**src/inc/isr_cfg.svh**
```systemverilog
// Constants of the interrupt source router
`ifndef ISR_CFG_SVH
`define ISR_CFG_SVH
`define ISR_FIRST_EXC 8'h10
`define ISR_LAST_EXC 8'h8F
`define ISR_NUM_IRQ 128
`define ISR_NUM_EXT_PIN 29
`define ISR_NUM_SHARED 11
`define ISR_EXT_PIN_EXC 8'h3F
`define ISR_SHARED_PIN_FIRST 11
`define ISR_SHARED_TIMER_FIRST 5
`define ISR_EXC_TIMER32_0 8'h10
`define ISR_EXC_GEN_DMA_0 8'h26
`define ISR_EXC_RT_DMA 8'h2A
`define ISR_EXC_TIMER16_0 8'h2B
`define ISR_EXC_OS_ACCEL 8'h5C
`define ISR_EXC_WDT_ALARM 8'h60
`define ISR_EXC_FL_NMI 8'h7B
`define ISR_EXC_FL_WDT 8'h7C
`define ISR_EXC_FL_GEN 8'h7D
`define ISR_EXC_PHY0_LED2 8'h8C
`define ISR_EXC_PHY1_LED2 8'h8D
`define ISR_PRIO_RESET 3'sh5
`define ISR_PRIO_NMI 3'sh6
`define ISR_PRIO_HARD_FAULT 3'sh7
`define ISR_PRIO_NONE 3'sh0
`define ISR_SYNC_STAGES 2
`endif

```
**src/inc/isr_pkg.sv**
```systemverilog
// Types of the interrupt source router
package isr_pkg;
	typedef enum logic [1:0] {
		ISR_DEST_NONE = 2'b00,
		ISR_DEST_CPU_ONLY = 2'b01,
		ISR_DEST_CPU_OS = 2'b10,
		ISR_DEST_ALL = 2'b11
	} isr_dest_t;
	typedef enum logic [1:0] {
		ISR_EXC_NONE = 2'b00,
		ISR_EXC_RESET = 2'b01,
		ISR_EXC_NMI = 2'b10,
		ISR_EXC_HARD_FAULT = 2'b11
	} isr_sys_exc_t;
	typedef struct packed {
		logic [127:0] cpu;
		logic [127:0] os;
		logic [127:0] gen_dma;
		logic [127:0] rt_dma;
		logic [127:0] timer;
	} isr_route_t;
	typedef struct packed {
		logic reset;
		logic nmi;
		logic hard_fault;
	} isr_sys_t;
endpackage

```
**src/verilog/isr_top.sv**
```systemverilog
// Interrupt source router: system exceptions and fan-out of device interrupts
`timescale 1ns/1ps
`default_nettype none
`include "isr_cfg.svh"
module isr_top #(
	parameter int NUM_IRQ = `ISR_NUM_IRQ,
	parameter int NUM_EXT_PIN = `ISR_NUM_EXT_PIN,
	parameter int NUM_SHARED = `ISR_NUM_SHARED
) (
	// Clock and reset
	input wire logic clock_i,
	input wire logic nrst_i,
	// Reset sources
	input wire logic system_reset_pin_n_i,
	input wire logic power_on_reset_pin_n_i,
	input wire logic warm_reset_pin_n_i,
	input wire logic watchdog_error_i,
	input wire logic watchdog_resp_nmi_i,
	input wire logic cpu_sysreset_req_i,
	input wire logic sysreset_reg_i,
	// Non-maskable and fault sources
	input wire logic nonmaskable_request_pin_n_i,
	input wire logic [2:0] fault_pending_i,
	input wire logic [2:0] fault_handler_en_i,
	input wire logic hard_fault_req_i,
	// Device interrupt sources
	input wire logic [NUM_IRQ-1:0] periph_irq_i,
	input wire logic [3:0] timer32_array_irq_i,
	input wire logic [15:0] timer16_array_irq_i,
	input wire logic [3:0] gen_dma_done_irq_i,
	input wire logic rt_port_dma_done_irq_i,
	input wire logic watchdog_alarm_irq_i,
	input wire logic watchdog_75pct_i,
	input wire logic os_accelerator_irq_i,
	input wire logic field_link_nonmaskable_irq_i,
	input wire logic field_link_general_irq_i,
	input wire logic phy0_led2_irq_i,
	input wire logic phy1_led2_irq_i,
	input wire logic [NUM_EXT_PIN-1:0] external_pin_irq_i,
	input wire logic field_link_watchdog_pin_n_i,
	input wire logic [NUM_SHARED-1:0] pin_or_timer_source_select_i,
	// Outputs
	output isr_pkg::isr_route_t route_o,
	output isr_pkg::isr_sys_t sys_exc_o,
	output isr_pkg::isr_sys_exc_t top_exc_o,
	output logic signed [2:0] top_prio_o
);
	localparam int NSYNC = NUM_EXT_PIN + 5;

	// Exception number to destination class; one table serves every line
	function automatic isr_pkg::isr_dest_t dest_class(input logic [7:0] exc);
		isr_pkg::isr_dest_t d;
		d = isr_pkg::ISR_DEST_NONE;
		if (exc == `ISR_EXC_OS_ACCEL)
			d = isr_pkg::ISR_DEST_CPU_ONLY;
		else if ((exc <= 8'h1F) || (exc >= 8'h26 && exc <= 8'h32)
			|| (exc >= 8'h3F && exc <= 8'h5B) || exc == 8'h6F || exc == 8'h70
			|| (exc >= `ISR_EXC_FL_NMI && exc <= `ISR_EXC_FL_GEN)
			|| exc == 8'h8A || exc == 8'h8B)
			d = isr_pkg::ISR_DEST_ALL;
		else if ((exc >= 8'h5D && exc <= 8'h65) || exc == 8'h68 || exc == 8'h69
			|| exc == 8'h6E || exc == 8'h89 || (exc >= 8'h8C && exc <= 8'h8E))
			d = isr_pkg::ISR_DEST_CPU_OS;
		return d;
	endfunction

	function automatic int idx(input logic [7:0] exc);
		return int'(exc - `ISR_FIRST_EXC);
	endfunction

	// Pin levels come from outside the clock domain
	logic [NSYNC-1:0] pin_async;
	logic [NSYNC-1:0] pin_sync;
	logic [NUM_EXT_PIN-1:0] ext_sync;
	logic nmi_pin_n_sync;
	logic fl_wdt_n_sync;
	logic [2:0] rst_pin_n_sync;
	assign pin_async = {external_pin_irq_i, nonmaskable_request_pin_n_i,
		field_link_watchdog_pin_n_i, system_reset_pin_n_i, power_on_reset_pin_n_i,
		warm_reset_pin_n_i};
	isr_sync #(
		.W(NSYNC),
		.RST_VAL({{NUM_EXT_PIN{1'b0}}, 5'h1F})
	) u_sync (
		.clock_i(clock_i),
		.nrst_i(nrst_i),
		.async_i(pin_async),
		.sync_o(pin_sync)
	);
	assign ext_sync = pin_sync[NSYNC-1:5];
	assign nmi_pin_n_sync = pin_sync[4];
	assign fl_wdt_n_sync = pin_sync[3];
	assign rst_pin_n_sync = pin_sync[2:0];

	// Assemble the 128 device lines
	logic [NUM_IRQ-1:0] src;
	always_comb
	begin
		src = periph_irq_i;
		src[idx(`ISR_EXC_TIMER32_0) +: 4] = timer32_array_irq_i;
		src[idx(`ISR_EXC_GEN_DMA_0) +: 4] = gen_dma_done_irq_i;
		src[idx(`ISR_EXC_RT_DMA)] = rt_port_dma_done_irq_i;
		src[idx(`ISR_EXC_TIMER16_0) +: 5] = timer16_array_irq_i[4:0];
		src[idx(`ISR_EXT_PIN_EXC) +: NUM_EXT_PIN] = ext_sync;
		for (int k = 0; k < NUM_SHARED; k++)
		begin
			if (pin_or_timer_source_select_i[k])
				src[idx(`ISR_EXT_PIN_EXC) + `ISR_SHARED_PIN_FIRST + k] =
					timer16_array_irq_i[`ISR_SHARED_TIMER_FIRST + k];
		end
		src[idx(`ISR_EXC_OS_ACCEL)] = os_accelerator_irq_i;
		src[idx(`ISR_EXC_WDT_ALARM)] = watchdog_alarm_irq_i | watchdog_75pct_i;
		src[idx(`ISR_EXC_FL_NMI)] = field_link_nonmaskable_irq_i;
		src[idx(`ISR_EXC_FL_WDT)] = ~fl_wdt_n_sync;
		src[idx(`ISR_EXC_FL_GEN)] = field_link_general_irq_i;
		src[idx(`ISR_EXC_PHY0_LED2)] = phy0_led2_irq_i;
		src[idx(`ISR_EXC_PHY1_LED2)] = phy1_led2_irq_i;
	end

	// Fan-out; the masks fold to constants, so gating costs no gates, only wires or zeros
	isr_pkg::isr_route_t route_next;
	always_comb
	begin
		route_next = '0;
		for (int i = 0; i < NUM_IRQ; i++)
		begin
			case (dest_class(8'(i) + `ISR_FIRST_EXC))
				isr_pkg::ISR_DEST_ALL:
				begin
					route_next.cpu[i] = src[i];
					route_next.os[i] = src[i];
					route_next.gen_dma[i] = src[i];
					route_next.rt_dma[i] = src[i];
					route_next.timer[i] = src[i];
				end
				isr_pkg::ISR_DEST_CPU_OS:
				begin
					route_next.cpu[i] = src[i];
					route_next.os[i] = src[i];
				end
				isr_pkg::ISR_DEST_CPU_ONLY:
					route_next.cpu[i] = src[i];
				default:
					route_next.cpu[i] = 1'b0;
			endcase
		end
	end

	always_ff @(posedge clock_i or negedge nrst_i)
	begin
		if (!nrst_i)
			route_o <= '0;
		else
			route_o <= route_next;
	end

	// System exceptions
	isr_pkg::isr_sys_t sys_next;
	always_comb
	begin
		sys_next.reset = (~&rst_pin_n_sync) | (watchdog_error_i & ~watchdog_resp_nmi_i)
			| cpu_sysreset_req_i | sysreset_reg_i;
		sys_next.nmi = ~nmi_pin_n_sync | (watchdog_error_i & watchdog_resp_nmi_i);
		sys_next.hard_fault = hard_fault_req_i
			| (|(fault_pending_i & ~fault_handler_en_i));
	end

	always_ff @(posedge clock_i or negedge nrst_i)
	begin
		if (!nrst_i)
			sys_exc_o <= '0;
		else
			sys_exc_o <= sys_next;
	end

	// Fixed priority: reset over NMI over hard fault
	always_ff @(posedge clock_i or negedge nrst_i)
	begin
		if (!nrst_i)
		begin
			top_exc_o <= isr_pkg::ISR_EXC_NONE;
			top_prio_o <= `ISR_PRIO_NONE;
		end
		else if (sys_next.reset)
		begin
			top_exc_o <= isr_pkg::ISR_EXC_RESET;
			top_prio_o <= `ISR_PRIO_RESET;
		end
		else if (sys_next.nmi)
		begin
			top_exc_o <= isr_pkg::ISR_EXC_NMI;
			top_prio_o <= `ISR_PRIO_NMI;
		end
		else if (sys_next.hard_fault)
		begin
			top_exc_o <= isr_pkg::ISR_EXC_HARD_FAULT;
			top_prio_o <= `ISR_PRIO_HARD_FAULT;
		end
		else
		begin
			top_exc_o <= isr_pkg::ISR_EXC_NONE;
			top_prio_o <= `ISR_PRIO_NONE;
		end
	end

	property p_reserved_idle;
		@(posedge clock_i) disable iff (!nrst_i)
		!(route_o.cpu[16] | route_o.os[40] | route_o.timer[127] | route_o.gen_dma[90]);
	endproperty
	a_reserved_idle: assert property (p_reserved_idle) else $error("reserved line active");

	property p_os_accel_cpu_only;
		@(posedge clock_i) disable iff (!nrst_i)
		$past(os_accelerator_irq_i) |-> route_o.cpu[76] && !route_o.os[76] && !route_o.timer[76];
	endproperty
	a_os_accel_cpu_only: assert property (p_os_accel_cpu_only) else $error("line 92 misrouted");

	property p_alarm_75;
		@(posedge clock_i) disable iff (!nrst_i)
		watchdog_75pct_i |=> route_o.cpu[80] && route_o.os[80] && !route_o.gen_dma[80]
			&& !route_o.rt_dma[80];
	endproperty
	a_alarm_75: assert property (p_alarm_75) else $error("alarm line misrouted");

	property p_fl_wdt_inv;
		@(posedge clock_i) disable iff (!nrst_i)
		$fell(fl_wdt_n_sync) |=> route_o.cpu[108] && route_o.timer[108];
	endproperty
	a_fl_wdt_inv: assert property (p_fl_wdt_inv) else $error("line 124 not inverse of pin");

	property p_shared_timer;
		@(posedge clock_i) disable iff (!nrst_i)
		pin_or_timer_source_select_i[0] && timer16_array_irq_i[5] |=> route_o.rt_dma[58];
	endproperty
	a_shared_timer: assert property (p_shared_timer) else $error("line 74 not timer 5");

	property p_rt_dma_done;
		@(posedge clock_i) disable iff (!nrst_i)
		rt_port_dma_done_irq_i |=> route_o.cpu[26] && route_o.gen_dma[26] && route_o.timer[26];
	endproperty
	a_rt_dma_done: assert property (p_rt_dma_done) else $error("line 42 missing");

	property p_led2;
		@(posedge clock_i) disable iff (!nrst_i)
		phy1_led2_irq_i |=> route_o.os[125] && !route_o.timer[125] && !route_o.gen_dma[125];
	endproperty
	a_led2: assert property (p_led2) else $error("LED2 line misrouted");

	property p_reset_prio;
		@(posedge clock_i) disable iff (!nrst_i)
		sysreset_reg_i |=> sys_exc_o.reset && top_prio_o == `ISR_PRIO_RESET;
	endproperty
	a_reset_prio: assert property (p_reset_prio) else $error("reset not top priority");

	property p_nmi_wdt;
		@(posedge clock_i) disable iff (!nrst_i)
		watchdog_error_i && watchdog_resp_nmi_i |=> sys_exc_o.nmi && !sys_exc_o.reset;
	endproperty
	a_nmi_wdt: assert property (p_nmi_wdt) else $error("watchdog NMI not raised");

	property p_hard_fault;
		@(posedge clock_i) disable iff (!nrst_i)
		fault_pending_i[1] && !fault_handler_en_i[1] |=> sys_exc_o.hard_fault;
	endproperty
	a_hard_fault: assert property (p_hard_fault) else $error("hard fault not raised");
endmodule
`default_nettype wire

```
**src/verilog/isr_sync.sv**
```systemverilog
// Two-flop synchroniser for asynchronous pin levels
`timescale 1ns/1ps
`default_nettype none
module isr_sync #(
	parameter int W = 1,
	parameter logic [W-1:0] RST_VAL = '0
) (
	// Clock and reset
	input wire logic clock_i,
	input wire logic nrst_i,
	// Levels
	input wire logic [W-1:0] async_i,
	output logic [W-1:0] sync_o
);
	logic [W-1:0] meta_reg;
	always_ff @(posedge clock_i or negedge nrst_i)
	begin
		if (!nrst_i)
		begin
			meta_reg <= RST_VAL;
			sync_o <= RST_VAL;
		end
		else
		begin
			meta_reg <= async_i;
			sync_o <= meta_reg;
		end
	end
endmodule
`default_nettype wire

```
**config.mk**
```make
export PLATFORM = sky130hd
export DESIGN_NAME = isr_top
export DESIGN_NICKNAME = d
export VERILOG_FILES = /design/src/inc/isr_pkg.sv /design/src/verilog/isr_top.sv /design/src/verilog/isr_sync.sv
export VERILOG_INCLUDE_DIRS = /design/src /design/src/inc
export SDC_FILE = /design/constraint.sdc
export NUM_CORES = 1
export LEC_CHECK = 0
export BUFFER_PORTS_ARGS = -buffer_cell sky130_fd_sc_hd__buf_2
export CAP_MARGIN = 20
export CORE_AREA = 4 4 334 336
export CTS_BUF_LIST = sky130_fd_sc_hd__clkbuf_16
export CTS_CLUSTER_DIAMETER = 120
export DETAILED_ROUTE_END_ITERATION = 12
export DIE_AREA = 0 0 338 340
export PLACE_DENSITY = 0.3
export SLEW_MARGIN = 20
export SYNTH_ARGS = -nofsm -noshare
export SYNTH_HDL_FRONTEND = slang
export SYNTH_HIERARCHICAL = 1
export SYNTH_SLANG_ARGS = --single-unit
```
**constraint.sdc**
```tcl
create_clock -name clock_i -period 1.3 [get_ports clock_i]
set_input_delay 0.065 -clock clock_i [delete_from_list [all_inputs] [get_ports clock_i]]
set_output_delay 0.065 -clock clock_i [all_outputs]
set_load 0.1 [all_outputs]
```
Word-level counts from Yosys, hierarchy flattened
Cells that the tools add are included.
{ "word_totals": {"latchBits": 0, "regBits": 304, "memories": 0, "output_inout_bits": 648, "mem_bits_rw": 0, "rom_bits": 0} }
{ "classes": {"n_lt_le_gt_ge": 0, "n_mul": 0, "bitwise_logic": 13, "eq_ne": 0, "shift": 0, "n_mux": 17, "div": 0, "n_reduce_logical": 3, "n_addsub": 0} }
{ "ops": {"columns": ["operator", "count"], "rows": [
  ["$mux W1", 11],
  ["$mux W3", 3],
  ["$mux W2", 3],
  ["$or A1 B1 Y1", 6],
  ["$and A3 B3 Y3", 1],
  ["$not A1 Y1", 3],
  ["$not A3 Y3", 1],
  ["$reduce_and A3 Y1", 1],
  ["$reduce_or A3 Y1", 1],
  ["$and A1 B1 Y1", 2],
  ["$logic_not A1 Y1", 1]
]} }

Depth between registers and ports, before layout
Gate-level depths: netlist of the first run.
{ "depth": {"word_depth": 7, "mapped_depth": 4} }

Hierarchy
The synthesis of the first run kept the hierarchy.
{ "by_module_without_submodules": {"columns": ["module", "cells_per_inst", "area_per_inst_um2", "n_inst", "seq_area_each_um2"], "rows": [
  ["isr_top", 677, 6657.6, 1, 2202.1],
  ["isr_sync", 68, 1714.1, 1, 1714.1]
]} }

Worst setup path after synthesis of the first run
No wires, ideal clock.
{ "synth_path": {"path_kind": "reg2out", "start": "reg route_o[0] (netlist name)", "end": "out route_o[128] in the netlist's numbering", "t_required_ns": 1.235, "path_buffers": 1, "setup_slack_ns": -0.139, "stages_incl_launch_ff": 2, "arrival_time_ns": 1.374, "cell_sequence": "dfrtp_1 > buf_4"} }
{ "synth_rtl": {"columns": ["item", "line", "rtl"], "rows": [
  ["end: declaration", "isr_top.sv:43", "output isr_pkg::isr_route_t route_o,"]
]} }

Worst setup path after layout of the first run
{ "layout_path": {"start": "reg route_o[30] in the netlist's numbering", "end": "out route_o[30] in the netlist's numbering"} }
{ "layout_rtl": {"columns": ["item", "line", "rtl"], "rows": [
  ["start signal: assignment", "isr_top.sv:154", "route_o <= route_next;"]
]} }
No word-level cell between the ends.

==> key figures, run 1 <==
Outcome
  – Status: finished with violations
  – Failing checks: negative setup slack

Routing
  – Routed length per placed instance: 13.3 um
  – Router iterations before antenna repair: 4
  – Drt total wl: 34800 um
  – Via count: 5368
  – Vias/cell: 2.05
  – Post-route ant nets: 0
  – Drt drc: 0
  – Initial drt markers: 124

Global routing
  – All-layer global routing usage: 5.77%
  – Total gr overflow: 0
  – Routing usage on met2: 9.23%
  – Pin count of the biggest net entering global routing: 38
  – Met3 Track Usage GR: 3.34%
  – Initial antenna violation count: 17
  – GRT Max-Usage Layer: met2
  – Vias in the first global route: 5661
  – Met1 Use GR: 6.58%
  – First-pass GRT wire length: 45000 um

Timing
  – Setup TNS Final: -4.58 ns
  – Final setup margin: -0.0714 ns
  – # setup viols final: 140
  – Hold WS: 0.0854 ns
  – Tmin final: 1.37 ns
  – RSZ-0062 raised after global routing: true
  – Clock skew after layout: 0.0130 ns
  – Achievable Freq: 729 MHz
  – Part of the cycle the worst path needs: 105%
  – Final max-slew violation count: 0
  – Final Hold Fails: 0

Synth
  – Top cells by count, synth: 560 x buf_4, 146 x dfrtp_1, 11 x mux2_2, 10 x dfstp_2, 4 x inv_1
  – Most numerous cell in the Yosys netlist: buf_4
  – Syn. warnings: 6
  – Top cell type's share of synthesized area: 50.2%
  – Sequential area share after synthesis: 46.8%
  – Mapped Area: 8370 sq um
  – Post-synth cell types: 19
  – Syn avg cell area: 11.2 sq um
  – Most area-consuming cells after synthesis: buf_4 50%, dfrtp_1 44%, dfstp_2 3.1%, mux2_2 1.5%, a2111oi_4 0.33%
  – Yosys reg bits: 156
  – Most used DFF post-synth: dfrtp_1
  – Number of synthesized flops with an enable pin: 0
  – Syn Inst Count: 745
  – Area leader, netlist: buf_4
  – Async SR Flop Fraction: 100%

Final layout
  – Max reg flops: 82
  – Final #Nets: 1406
  – Layout cell share with drive strength beyond 1: 60.2%
  – Final std cells w/o fill: 2619
  – Reg area: 4050 sq um
  – Area of the multi-input gates: 1300 sq um
  – P&R area growth vs syn: 107%
  – Fillers: 11700

Die
  – Core Rows: 121
  – # IOs: 866
  – Initial core utilization: 7.71%
  – DIE AREA: 115000 sq um
  – Die Wd: 338 um
  – Core Area: 109000 sq um
  – Chip Height: 340 um

Place
  – Routability cong.: 0.643
  – PortBufs: 487
  – DP HPWL: 27100 um
  – Cells after DPL: 2385

Pwr
  – Clock share of power: 23.5%
  – Pwr Density: 1320 nW/um^2
  – Total power: 0.0229 W
  – Peak VDD IR: 0.970 mV
  – Sw frac: 52.4%
  – Power Internal: 0.0109 W
  – Comb pwr share: 52.2%
  – Psw: 0.0120 W
  – Seq pwr share: 24.3%
  – Leakage power: 7.80 nW

Worst setup path
  – Reg2reg end: route_o[64]$_DFF_PN0_
  – R2R Setup Slk: 0.03 ns
  – Crit Reg-Reg Startpoint: u_sync/sync_o[22]$_DFF_PN0_
  – Crit path DAT: 1.31 ns
  – Crit path capture type: output port
  – Crit path max fanout: 5
  – Critical Path Source Type: flip-flop
  – Crit Path Class: flip-flop to output port
  – Worst endpoint required time: 1.24 ns
  – Path depth of the worst reg2reg path: 2

Clock tree
  – CTS H-Tree Depth: 4
  – Clk slew on worst S/H paths: 0.08 ns
  – Clock Sink Count: 156
  – CTS root buf: clkbuf_16
  – Worst-skew pair later-pin latency: 0.48 ns
  – CTS tree: built
  – CTS Buffer Depth: 2
  – CTS buffer count: 17

Flow run
  – Max-cap viol count: 0

Worst hold path
  – Hold/Removal Path Class: input pin to asynchronous set/reset pin
[layout make-up]
type,instances,share of cell area (%)
repair buffers,703,55.4
flip-flops and latches,156,23.3
well taps,1414,10.2
multi-input cells,305,7.46
clock buffers,17,2.45
clock inverters,15,1.04
inverters,5,0.108
diodes,4,0.0576
[layout by cell type, fill, tap and decap left out, types with 2 or more instances in the layout]
cell	Yosys	layout
buf_12	0	297
dfrtp_1	146	63
buf_4	560	26
inv_1	4	5
dlygate4sd3_1	0	121
conb_1	1	282
dfrtp_2	0	70
bufinv_16	0	2
dfrtp_4	0	13
buf_8	0	20
dfstp_2	10	10
diode_2	0	4
mux2_2	11	11
inv_8	0	3
inv_6	0	5
clkbuf_16	0	17
buf_6	0	116
clkinvlp_4	0	2
buf_2	0	120
[power groups by stage]
stage | combinational (W) | sequential [W] | clock (W)
floorplan | 0.00853 | 0.00646 | 0
global placement | 0.0102 | 0.00563 | 0
detailed placement | 0.0102 | 0.00563 | 0
CTS | 0.0116 | 0.00556 | 0.00576
global route | 0.0122 | 0.00562 | 0.00589
finish | 0.0120 | 0.00557 | 0.00538
[repair_timing]
action / CTS / global route
hold endpoints to repair: 249 / 6
hold buffers: 122 / 6
setup buffers: 57 / 19
gates cloned: 0 / 0
setup endpoints to repair: 351 / 315
gates resized for setup: 576 / 247
pin swaps: 0 / 1
[worst max-delay path by stage]
| stage | start | to | slack, ns |
|---|---|---|---|
| 2_1_floorplan | route_o[0]$_DFF_PN0_ | route_o[128] | 0.17 |
| 3_3_place_gp | u_sync/sync_o[1]$_DFF_PN1_ | top_prio_o[0]$_DFF_PN0_ | 0.003 |
| 3_5_place_dp | u_sync/sync_o[1]$_DFF_PN1_ | top_prio_o[2]$_DFF_PN0_ | 0.04 |
| 4_1_cts | route_o[74]$_DFF_PN0_ | route_o[74] | -0.16 |
| 5_1_grt | route_o[30]$_DFF_PN0_ | route_o[30] | -0.14 |
| 6_report | route_o[30]$_DFF_PN0_ | route_o[30] | -0.07 |
[per-stage QoR]
step	area (sq um)	utilization, %	setup slack (ns)
after floorplan	9530	-	0.168
after global placement	11800	10.8	0.00313
after detailed placement	11800	10.8	0.0449
after CTS	16400	15.1	-0.162
after global routing	17400	16.0	-0.141
final	17400	16.0	-0.0714
[logic make-up after synthesis]
family | Yosys count | synth area share [%]
simple gates | 9 | 0.762
compound gates | 3 | 0.493
mux | 11 | 1.48
other cells | 1 | 0.0448
buf+inv | 565 | 50.4
flops | 156 | 46.8
[critical path, stage by stage (launching register included)]
cell and delay, ns:
dfrtp_2 0.49, buf_4 0.17, buf_12 0.16
[routing by layer]
metal / share of wire (%) / up-vias
met5: 0.12 / -
met4: 1.4 / 6
met3: 13 / 37
met2: 48 / 500
met1: 37 / 2499
li1: - / 2326
Power figures use the tool's default switching activity.
==> run 2: changes to the inputs <==
- CORE_AREA: 4 4 334 336 -> 2 2 332 334
- CTS_CLUSTER_SIZE: unset -> 12
- DIE_AREA: 0 0 338 340 -> 0 0 334 336
- HOLD_SLACK_MARGIN: unset -> 0.05
==> key figures, run 2 (synthesis results as in run 1) <==
Outcome
  – Status: finished with violations
  – Failing checks: negative setup slack

Place
  – Routability cong.: 0.645 (+0.37%)
  – Post-place setup slack: 0.0585 ns (+0.0136 ns)
  – PortBufs: 487 (unchanged)
  – DP HPWL: 24700 um (-8.8%)
  – Cells after DPL: 2381 (-0.17%)

Die
  – DIE AREA: 112000 sq um (-2.3%)
  – # IOs: 866 (unchanged)
  – Chip Height: 336 um (-1.2%)
  – Core Area: 108000 sq um (-0.14%)
  – Die Wd: 334 um (-1.2%)
  – Initial core utilization: 7.72% (+0.011 points)
  – Core Rows: 121 (unchanged)

Global routing
  – Vias in the first global route: 5269 (-6.9%)
  – Initial antenna violation count: 10 (-7)
  – First-pass GRT wire length: 41000 um (-8.8%)
  – Pin count of the biggest net entering global routing: 46 (+21%)
  – All-layer global routing usage: 5.43% (-0.34 points)
  – Total gr overflow: 0 (unchanged)

Worst setup path
  – Worst path cell trace: buf_2
  – Crit Path Class: flip-flop to output port
  – Critical Path Source Type: flip-flop
  – Crit Reg-Reg Startpoint: u_sync/sync_o[18]$_DFF_PN0_
  – Top Family by Delay on Critical Path: buffers and inverters
  – Crit path max fanout: 5 (unchanged)
  – Reg2reg end: route_o[60]$_DFF_PN0_
  – R2R Setup Slk: 0.03 ns (about the same)
  – Critical Path Max Stage Delay: 0.44 ns (-0.05 ns)
  – Path depth of the worst reg2reg path: 2 (unchanged)
  – Crit path capture type: output port
  – CP Buf/Inv Count: 1 (-1)
  – Slowest CP cell: buf_2
  – Crit path DAT: 1.33 ns (+0.02 ns)
  – Worst endpoint required time: 1.24 ns (about the same)

Routing
  – Routed length per placed instance: 12.3 um (-7.4%)
  – Via count: 5377 (+0.17%)
  – Router iterations before antenna repair: 4 (unchanged)
  – Vias/cell: 2.05 (+0.13%)
  – Drt total wl: 32300 um (-7.4%)
  – Post-route ant nets: 0 (unchanged)
  – Initial drt markers: 102 (-18%)
  – Drt drc: 0 (unchanged)

Timing
  – Final max-slew violation count: 0 (unchanged)
  – RSZ-0062 raised after global routing: true
  – Tmin final: 1.39 ns (+0.0227 ns)
  – Achievable Freq: 717 MHz (-1.6%)
  – Final setup margin: -0.0941 ns (-0.0227 ns)
  – Clock skew after layout: 0.0158 ns (+0.00282 ns)
  – # setup viols final: 108 (-23%)
  – Part of the cycle the worst path needs: 107% (+1.7 points)
  – Final Hold Fails: 0 (unchanged)

Flow run
  – Max-cap viol count: 0 (unchanged)

Worst hold path
  – Hold/Removal Path Class: input pin to flip-flop
  – WHS Endpoint: route_o[597]$_DFF_PN0_
  – Worst Hold Launch: periph_irq_i[85]
  – Worst Hold Path Cells: 2

Pwr
  – Psw: 0.0119 W (-0.82%)
  – Seq pwr share: 24.7% (+0.4 points)
  – Sw frac: 53.4% (+1.0 points)
  – Peak VDD IR: 0.816 mV (-16%)
  – Comb pwr share: 53.3% (+1.1 points)
  – Clock share of power: 22.0% (-1.5 points)
  – Pwr Density: 1310 nW/um^2 (-0.62%)
  – Power Internal: 0.0104 W (-4.8%)
  – Leakage power: 7.65 nW (-1.8%)

Clock tree
  – CTS tree: built
  – CTS buffer count: 17 (unchanged)
  – CTS Buffer Depth: 2 (unchanged)
  – Worst-skew pair later-pin latency: 0.49 ns (about the same)
  – CTS root buf: clkbuf_16
  – Clk slew on worst S/H paths: 0.07 ns (about the same)
  – CTS H-Tree Depth: 4 (unchanged)
  – Clock Sink Count: 156 (unchanged)

Final layout
  – Most common cell after layout, fill and taps aside: conb_1
  – Final std cells w/o fill: 2620 (+0.038%)
  – Layout cell share with drive strength beyond 1: 60.1% (-0.10 points)
  – Most frequent cells in the layout: 282 x conb_1, 276 x buf_12, 133 x buf_6
  – P&R area growth vs syn: 103%
  – Max reg flops: 82 (unchanged)
  – Final #Nets: 1408 (+0.14%)
==> run 2: routing by layer <==
metal | track usage, % | vias to the layer above | wire length (um)
met1 | 6.73 | 2514 | 13300
met5 | 0 | - | 57
met3 | 3.11 | 29 | 4100
li1 | - | 2323 | -
met4 | 1.61 | 8 | 402
met2 | 7.90 | 503 | 14400
==> run 2: worst max-delay path by stage <==
stage,start,to,slack (ns),depth (start not counted)
final,route_o[49]$_DFF_PN0_,route_o[433],-0.09,1
after detailed placement,u_sync/sync_o[1]$_DFF_PN1_,top_prio_o[1]$_DFF_PN0_,0.06,4
after global placement,u_sync/sync_o[1]$_DFF_PN1_,top_prio_o[1]$_DFF_PN0_,0.05,4
after CTS,route_o[67]$_DFF_PN0_,route_o[579],-0.15,1
after floorplan,route_o[0]$_DFF_PN0_,route_o[128],0.17,1
after global routing,route_o[3]$_DFF_PN0_,route_o[259],-0.17,2
==> run 2: area by class of cell <==
cell class,instances,area [sq um]
fill,11900,91400
tap,1414,1770
multi-input combinational,305,1300
antenna,3,7.51
clock inverter,15,115
clock buffer,17,425
inverter,5,18.8
timing repair buffer,705,9330
sequential,156,4040
==> run 2: per-stage QoR <==
| stage | total power [W] | setup TNS (ns) | hold WS [ns] | instance area, sq um | utilization [%] |
|---|---|---|---|---|---|
| global placement | 0.0156 | 0 | -0.0319 | 11200 | 10.4 |
| CTS | 0.0222 | -21.92 | 0.141 | 15900 | 14.6 |
| finish | 0.0223 | -3.28 | 0.219 | 17000 | 15.7 |
| floorplan | 0.0150 | 0 | -0.231 | 9530 | - |
| global route | 0.0230 | -17.97 | 0.168 | 17000 | 15.7 |
| detailed placement | 0.0156 | 0 | -0.0260 | 11200 | 10.4 |
==> run 2: repair_timing <==
item	4_1_cts	5_1_grt
hold buffers	123	7
hold endpoints to repair	259	13
resized for setup	634	212
buffers inserted	56	25
pin swaps	0	2
setup endpoints to repair	347	319
==> run 2: power by group through the flow <==
stage                     sequential, W  combinational (W)  clock (W)
after floorplan                 0.00646            0.00853          0
after global placement          0.00561            0.00999          0
after detailed placement        0.00562            0.00998          0
after CTS                       0.00554             0.0114    0.00522
after global routing            0.00556             0.0121    0.00535
final                           0.00551             0.0119    0.00491
